`src/design/lnbsr_defines.svh`:
```
// Offsets, field positions and timing counts of the status register bank.
// Assumes inclusion by bare name from the package only; the design modules use its macros without including it.
`ifndef LNBSR_DEFINES_SVH
`define LNBSR_DEFINES_SVH

// ----------------------------------------------------------------
// Register addresses
// ----------------------------------------------------------------
`define LNBSR_ADDR_FAULT 8'h00
`define LNBSR_ADDR_TONE 8'h01

// ----------------------------------------------------------------
// Field positions
// ----------------------------------------------------------------
`define LNBSR_BIT_OVERLOAD 0
`define LNBSR_BIT_VOLT_LOW 2
`define LNBSR_BIT_PULLDOWN 4
`define LNBSR_BIT_OVERHEAT 6
`define LNBSR_BIT_SUPPLY_LOW 7
`define LNBSR_BIT_TONE_PRESENT 0
`define LNBSR_BIT_TONE_BAD 2
`define LNBSR_BIT_LOAD_LOW 4
`define LNBSR_RESET_BYTE 8'h00

// ----------------------------------------------------------------
// Timing
// ----------------------------------------------------------------
`define LNBSR_CLK_NS 10
`define LNBSR_DEGLITCH_NS 1000
`define LNBSR_DEGLITCH_CYC (`LNBSR_DEGLITCH_NS / `LNBSR_CLK_NS)
`define LNBSR_LEVEL_BITS 4

`endif

```
`src/design/lnbsr_pkg.sv`:
```
// Types of the status register bank.
// Assumes lnbsr_defines.svh is reachable on the include path.
package lnbsr_pkg;
    `include "lnbsr_defines.svh"

    typedef logic [7:0] lnbsr_byte_type;
    typedef logic [`LNBSR_LEVEL_BITS-1:0] lnbsr_level_type;
endpackage

```
`src/design/lnbsr_deglitch_if.sv`:
```
// Interface between the bank and its pull-down deglitch filter.
// Assumes one clock shared by both ends.
`timescale 1ns/100ps
interface lnbsr_deglitch_if;
    logic raw;
    logic filtered;
    modport bank (output raw, input filtered);
    modport filter (input raw, output filtered);
endinterface

```
`src/design/lnbsr_deglitch.sv`:
```
// Persistence filter: output rises only after input held past the deglitch period.
// Assumes a synchronised input on the same clock.
`timescale 1ns/100ps
module lnbsr_deglitch (
    // Clock and reset
    input wire logic clk_i,
    input wire logic rst_i,
    // Filter link
    lnbsr_deglitch_if.filter dg
);
    import lnbsr_pkg::*;

    typedef struct packed {
        logic [15:0] count;
        logic hit;
    } lnbsr_dg_state_type;

    lnbsr_dg_state_type state, next_state;

    always_comb begin
        next_state = state;
        if (!dg.raw) begin
            next_state.count = 16'h0000;
            next_state.hit = 1'b0;
        end else if (state.count >= 16'(`LNBSR_DEGLITCH_CYC)) begin
            next_state.hit = 1'b1;
        end else begin
            next_state.count = state.count + 16'h0001;
        end
    end

    always_ff @(posedge clk_i or posedge rst_i) begin
        if (rst_i) begin
            state <= '0;
        end else begin
            state <= next_state;
        end
    end

    assign dg.filtered = state.hit;
endmodule

```
`src/design/lnbsr_bank.sv`:
```
// Read-only diagnostic status bank with output recovery control.
// Assumes an external bus engine presents address, read and write strobes.
// Condition inputs come from analogue detectors and are asynchronous.
//
// Notes on behaviour
// - Both status registers ignore bus writes.
// - Fault status register decodes at address zero.
// - Tone and current status at address one.
// - Fault bit 0 shows output overload.
// - Fault bit 2 shows output voltage low.
// - Fault bit 4 after persistent pull-down overcurrent.
// - Fault bit 6 set above 150 C.
// - Overheat clears only below 135 C.
// - Fault bit 7 shows input supply low.
// - Tone bit 0 shows tone detected.
// - Tone bit 2 shows tone out of spec.
// - Tone bit 4 shows load current low.
// - Overload recovery clears level select, disables output.
// - Auto recovery restores previous level after overheat.
`timescale 1ns/100ps
module lnbsr_bank (
    // Clock and reset
    input wire logic clk_i,
    input wire logic rst_i,
    // Register access
    input wire lnbsr_pkg::lnbsr_byte_type addr_i,
    input wire logic rd_i,
    input wire logic wr_i,
    input wire lnbsr_pkg::lnbsr_byte_type wdata_i,
    output lnbsr_pkg::lnbsr_byte_type rdata_o,
    output logic rvalid_o,
    // Detector conditions
    input wire logic overload_i,
    input wire logic volt_low_i,
    input wire logic pulldown_oc_i,
    input wire logic temp_above_150_i,
    input wire logic temp_below_135_i,
    input wire logic supply_low_i,
    input wire logic tone_detect_input,
    input wire logic tone_bad_i,
    input wire logic load_low_i,
    // Output control
    input wire lnbsr_pkg::lnbsr_level_type level_wr_data_i,
    input wire logic level_wr_i,
    input wire logic overload_recovery_select_i,
    input wire logic overheat_recovery_select_i,
    output lnbsr_pkg::lnbsr_level_type output_level_select_o,
    output logic output_enable_o
);
    import lnbsr_pkg::*;

    // ----------------------------------------------------------------
    // State
    // ----------------------------------------------------------------
    typedef struct packed {
        logic [8:0] sync1;
        logic [8:0] sync2;
        logic overheat;
        lnbsr_byte_type rdata;
        logic rvalid;
        lnbsr_level_type level;
        logic out_en;
    } lnbsr_state_type;

    lnbsr_state_type state, next_state;
    lnbsr_deglitch_if dg();
    lnbsr_byte_type fault_byte, tone_byte;

    lnbsr_deglitch u_deglitch (
        .clk_i(clk_i),
        .rst_i(rst_i),
        .dg(dg.filter)
    );

    assign dg.raw = state.sync2[2];

    // ----------------------------------------------------------------
    // Status bytes
    // ----------------------------------------------------------------
    always_comb begin
        fault_byte = `LNBSR_RESET_BYTE;
        fault_byte[`LNBSR_BIT_OVERLOAD] = state.sync2[0];
        fault_byte[`LNBSR_BIT_VOLT_LOW] = state.sync2[1];
        fault_byte[`LNBSR_BIT_PULLDOWN] = dg.filtered;
        fault_byte[`LNBSR_BIT_OVERHEAT] = state.overheat;
        fault_byte[`LNBSR_BIT_SUPPLY_LOW] = state.sync2[5];
        tone_byte = `LNBSR_RESET_BYTE;
        tone_byte[`LNBSR_BIT_TONE_PRESENT] = state.sync2[6];
        tone_byte[`LNBSR_BIT_TONE_BAD] = state.sync2[7];
        tone_byte[`LNBSR_BIT_LOAD_LOW] = state.sync2[8];
    end

    // ----------------------------------------------------------------
    // Next state
    // ----------------------------------------------------------------
    always_comb begin
        next_state = state;
        next_state.sync1 = {load_low_i, tone_bad_i, tone_detect_input, supply_low_i,
                            temp_below_135_i, temp_above_150_i, pulldown_oc_i,
                            volt_low_i, overload_i};
        next_state.sync2 = state.sync1;
        // Hysteresis: hold between thresholds so the flag does not chatter.
        if (state.sync2[3]) begin
            next_state.overheat = 1'b1;
        end else if (state.sync2[4]) begin
            next_state.overheat = 1'b0;
        end
        // Data is captured on the read strobe itself, so it reflects that moment.
        next_state.rvalid = rd_i;
        if (rd_i) begin
            unique case (addr_i)
                `LNBSR_ADDR_FAULT: next_state.rdata = fault_byte;
                `LNBSR_ADDR_TONE: next_state.rdata = tone_byte;
                default: next_state.rdata = `LNBSR_RESET_BYTE;
            endcase
        end
        // Writes to the status addresses fall through with no effect.
        // A write that coincides with a read must not cancel the read capture.
        if (wr_i && !rd_i && (addr_i == `LNBSR_ADDR_FAULT || addr_i == `LNBSR_ADDR_TONE)) begin
            next_state.rdata = state.rdata;
        end
        if (level_wr_i) begin
            next_state.level = level_wr_data_i;
        end
        next_state.out_en = 1'b1;
        if (state.sync2[0]) begin
            next_state.out_en = 1'b0;
            if (overload_recovery_select_i) begin
                next_state.level = '0;
            end
        end
        if (state.overheat) begin
            next_state.out_en = 1'b0;
            if (overheat_recovery_select_i) begin
                next_state.level = '0;
            end
        end
        // With recovery select clear the level is kept, so output returns on its own.
        if (!state.overheat && !state.sync2[0]) begin
            next_state.out_en = 1'b1;
        end
    end

    always_ff @(posedge clk_i or posedge rst_i) begin
        if (rst_i) begin
            state <= '0;
        end else begin
            state <= next_state;
        end
    end

    // ----------------------------------------------------------------
    // Outputs
    // ----------------------------------------------------------------
    assign rdata_o = state.rdata;
    assign rvalid_o = state.rvalid;
    assign output_level_select_o = state.level;
    assign output_enable_o = state.out_en;

    wire unused_wdata = ^wdata_i;
endmodule

```
`config.mk`:
```
export PLATFORM = sky130hd
export DESIGN_NAME = lnbsr_bank
export DESIGN_NICKNAME = d
export VERILOG_FILES = /design/src/design/lnbsr_pkg.sv /design/src/design/lnbsr_deglitch_if.sv /design/src/design/lnbsr_deglitch.sv /design/src/design/lnbsr_bank.sv
export VERILOG_INCLUDE_DIRS = /design/src /design/src/design
export SDC_FILE = /design/constraint.sdc
export NUM_CORES = 1
export LEC_CHECK = 0
export BUFFER_PORTS_ARGS = -buffer_cell sky130_fd_sc_hd__buf_2
export CORE_ASPECT_RATIO = 1.5
export CORE_MARGIN = 10
export CORE_UTILIZATION = 50
export CTS_CLUSTER_SIZE = 25
export DETAILED_ROUTE_END_ITERATION = 12
export HOLD_SLACK_MARGIN = 0.15
export PLACE_DENSITY_LB_ADDON = 0.1
export SYNTH_ARGS = -nofsm -noshare
export SYNTH_HDL_FRONTEND = slang
export SYNTH_SLANG_ARGS = --single-unit
```
`constraint.sdc`:
```
create_clock -name clk_i -period 2.1 [get_ports clk_i]
set_input_delay 0.105 -clock clk_i [delete_from_list [all_inputs] [get_ports clk_i]]
set_output_delay 0.105 -clock clk_i [all_outputs]
set_load 0.01 [all_outputs]
```
-- Word level (Yosys, flattened, before mapping)
Cells that the tools add are included.
- logic and storage cells: 37
- flip-flop bits (word level): 50
- output and inout port bits: 14
- input port bits: 36
- eq/ne operators: 3
- multiplexer cells: 12
- $add $sub $neg: 1
- order comparisons: 1
- reduce and logical (&&, ||, !) cells: 10
- bitwise gates (word level): 1
- operator list (kind ; count):
    $mux 17 ; 1
    $add 16x1->16 const B ; 1
    $ge 16x7->1 const B ; 1
    $mux 16 ; 1
    $pmux 8 s2 ; 1
    $mux 4 ; 3
    $mux 5 ; 2
    $eq 8x1->1 const B ; 1
    $logic_not 8->1 ; 1
    $mux 1 ; 4
    $logic_and 1x1->1 ; 3
    $logic_not 1->1 ; 3
    $ne 2x1->1 const B ; 1
    $ne 2x2->1 const B ; 1
    $reduce_and 2->1 ; 1
    $reduce_bool 2->1 ; 1
    $logic_or 1x1->1 ; 1
    $not 1->1 ; 1

-- Logic depth before layout (Yosys ltp)
- depth after elaboration: 6
- gate-level depth with buffers: 5
- gate-level depth less buffers: 4

-- Cells and area by module
A second synthesis with hierarchy kept.
- cell total of the unflattened synthesis: 142
- area, all modules: 1776.7 um2
- by module, submodules not included (module ; cells each ; area an instance (um2) ; times used ; sequential area each (um2)):
    lnbsr_bank ; 76 ; 1068.5 ; 1 ; 750.7
    lnbsr_deglitch ; 66 ; 708.2 ; 1 ; 425.4

-- Least setup slack after synthesis
No wires, ideal clock.
- path kind: register to register
- from: register u_deglitch.state[3] (netlist name)
- to: register u_deglitch.state[6] (netlist name)
- path buffers: 0
- clock period less this slack: 1.533 ns
- required time: 2.023 ns
- library setup time: 0.077 ns
- path slack: 0.567 ns
- arrival: 1.456 ns
- stages on the path, launching flop included: 5
- cells stage by stage: dfrtp_1 > o311ai_1 > nand4_1 > or4_1 > a21oi_1
- word-level cells in the longest chain between the ends: 3
- elaborated cells on any way between the ends: 5
- those cells by class: add/sub: 1; order compare: 1; eq/ne: 1; mux: 2
- ends and longest elaborated chain (element ; RTL line ; source):
    start, declared ; lnbsr_deglitch.sv:18 ; lnbsr_dg_state_type state, next_state;
    start signal, assigned ; lnbsr_deglitch.sv:36 ; state <= next_state;
    $add 16x1->16 ; lnbsr_deglitch.sv:28 ; next_state.count = state.count + 16'h0001;
    $mux 16 ; lnbsr_deglitch.sv:25 ; end else if (state.count >= 16'(`LNBSR_DEGLITCH_CYC)) begin
    $mux 17 ; lnbsr_deglitch.sv:22 ; if (!dg.raw) begin
Parallel ways exist; a longest one is shown, timed or not. The select of a mux whose other input is x is not followed.
A chain may end at the register's enable or synchronous reset.

-- Final worst setup path
Same ends and word-level chain as after synthesis.

==> flow_metrics.py <==
metrics = {
    "outcome": {
        "run_status": "finished clean",
    },
    "sta": {
        "fmax_mhz": 517,
        "finClkSkew_ns": 0.00243,
        "setup-tns-final_ns": 0,
        "finalHoldViolCount": 0,
        "setup_violations": 0,
        "rsz0062_at_grt": "false",
        "maxSlewViolCount": 0,
        "hold_slack_ns": 0.161,
        "setup_slack_ns": 0.167,
        "finalCritPeriodShare": 0.920,
        "min_period_ns": 1.93,
    },
    "finish": {
        "drive_above_1_share": 0.275,
        "diodes": 0,
        "area_growth_pct": 26.4,
        "regArea_sq_mm": 0.00118,
        "fill_cells": 266,
        "layout_commonest_cell": "dfrtp_1",
        "final_cell_mix": "dfrtp_1 (47), buf_2 (37), dlygate4sd3_1 (21)",
        "multiInputGateArea_sq_um": 444,
        "layout.nets": 237,
    },
    "synth": {
        "synth.avg_cell_area_sq_um": 12.1,
        "synth_cells": 145,
        "ys_seq_area_frac": 0.668,
        "syn-cell-area_sq_mm": 0.00176,
        "synth_ff_type": "dfrtp_1",
        "ys_warn_count": 0,
        "synth-seq-cells": 47,
        "synth_cell_type_count": 28,
        "synth_edf_count": 0,
        "synthArstFlopShare": 1.00,
    },
    "clocking": {
        "insertion_delay_ns": 0.29,
        "clock_sinks": 47,
        "htree_levels": 2,
        "cts_tree": "done",
        "cts_buffer_depth": 2,
        "cts-root-buf": "clkbuf_8",
        "cts_resized": 0,
        "clk_pin_slew_worst_paths_ns": 0.09,
        "numCtsBuffers": 5,
    },
    "die": {
        "die_area_sq_mm": 0.00634,
        "initial_utilization": 0.515,
        "rows": 26,
        "die_h_um": 92.7,
        "fp.dieW_um": 68.5,
        "fp.coreArea_sq_mm": 0.00342,
        "ios": 50,
    },
    "setup_path": {
        "critPathLaunchType": "flop",
        "regToRegEndpoint": "u_deglitch.state[6]",
        "worst-r2r-setup-slack_ns": 0.17,
        "cp_data_arrival_time_ns": 2.16,
        "cp-startpoint": "u_deglitch.state[3]",
        "critPathRequiredTime_ns": 2.32,
        "rr_startpoint": "u_deglitch.state[3]",
        "ff2ff_path_depth": 4,
        "crit_type": "flop to flop",
        "critPathMaxFanout": 9,
        "worst_setup_path_end_kind": "flop",
    },
    "routing": {
        "routed_wl_mm": 3.23,
        "first_pass_iters": 3,
        "vias_per_cell": 4.81,
        "drt_iter0_drc": 39,
        "vias": 1163,
        "wl_per_cell_um": 13.3,
        "drtAntennaViolNets": 0,
        "drc": 0,
    },
    "run": {
        "maxCapViolations": 0,
    },
    "global_routing": {
        "gr-total-overflow": 0,
        "antenna_found_initial": 0,
        "grt_usage": 0.109,
        "grt_pass1_vias": 1234,
        "grt_max_degree": 21,
        "grt_pass1_wl_mm": 5.38,
    },
    "min_path": {
        "hold_depth": 4,
        "min_path_type": "input port to flop",
        "min_from": "addr_i[6]",
        "holdPathEnd": "rdata_o[2]",
    },
    "place": {
        "portBuffers": 37,
        "hpwl_mm": 2.37,
        "place_ws_ns": 0.153,
        "gp_congestion": 0.764,
    },
    "power": {
        "total_power_mw": 1.62,
        "p_per_area_mw_per_mm2": 730,
        "leakagePower_nw": 1.10,
        "ir_worst_vdd_mv": 0.622,
    },
}
-- state kept, by name, summed over array words and instances (netlist names) --
name	count
dg.raw	1
fault_byte	4
next_state	9
output_enable_o	1
output_level_select_o	4
rdata_o	5
rvalid_o	1
state	5
u_deglitch.dg.filtered	1
u_deglitch.state	16
-- what timing repair did --
action,in CTS,in global routing
hold endpoints to repair,66,0
hold buffers,21,0
buffers inserted,0,0
-- final cells by class --
| type | count | share of cell area |
|---|---|---|
| multi-input cells | 73 | 0.200 |
| clock buffers | 5 | 0.0309 |
| well taps | 42 | 0.0236 |
| repair buffers | 61 | 0.188 |
| flip-flops and latches | 47 | 0.529 |
| clock inverters | 3 | 0.0107 |
| inverters | 11 | 0.0186 |
-- per-layer routing --
layer  share of wire  GRT usage  wire length, um
met4           0.018     0.0505               57
met3           0.098     0.0507              316
met1            0.38      0.113             1230
met5               0          0                0
met2            0.50      0.180             1630
-- report_power, final --
part           internal [mW]  total, mW  switching (mW)
logic                 0.0728      0.133          0.0606
registers              0.935      0.953          0.0182
clock network          0.238      0.538           0.300
total                   1.25       1.62           0.379
-- worst max-delay path, stage by stage, from the launching register on --
cell and delay, ns:
dfrtp_1 0.44, o311ai_1 0.33, nand4_1 0.34, or4_1 0.60, a21oi_1 0.15
-- kinds of logic after synthesis --
group	after synthesis	share of synthesized area
muxes	7	0.0419
and+or+nand+nor	42	0.122
DFF	47	0.668
AOI/OAI and AO/OA	18	0.0633
adders and majority gates	2	0.0142
other	1	0.00213
xor gates and xnor gates	1	0.00498
buffers and inverters	27	0.0839
-- Yosys cell counts, types with 4 or more instances --
library cell	n	area (sq um)
o22ai_1	5	31.3
and2_1	9	56.3
nand2_1	9	33.8
dfrtp_1	47	1180
buf_4	12	90.1
mux2i_1	4	40.0
nor2_1	9	33.8
o21ai_0	4	20.0
inv_1	11	41.3
nand3_1	4	20.0
a21oi_1	4	20.0
-- how the worst max path moves through the flow --
stage	to	slack, ns	cells past startpoint
after floorplan	u_deglitch.state[6]	0.57	4
after global placement	u_deglitch.state[6]	0.23	4
after detailed placement	u_deglitch.state[6]	0.15	4
after CTS	u_deglitch.state[6]	0.13	4
after global routing	u_deglitch.state[6]	0.002	4
final	u_deglitch.state[6]	0.17	4
-- stage by stage --
| step | cell area (sq um) | util | std cells |
|---|---|---|---|
| 5_1_grt | 2220 | 0.651 | 242 |
| 3_5_place_dp | 1920 | 0.563 | 213 |
| 4_1_cts | 2220 | 0.651 | 242 |
| 2_1_floorplan | 1770 | - | 147 |
| 6_report | 2220 | 0.651 | 242 |
| 3_3_place_gp | 1920 | 0.563 | 213 |
(Power assumes the default switching activity.)
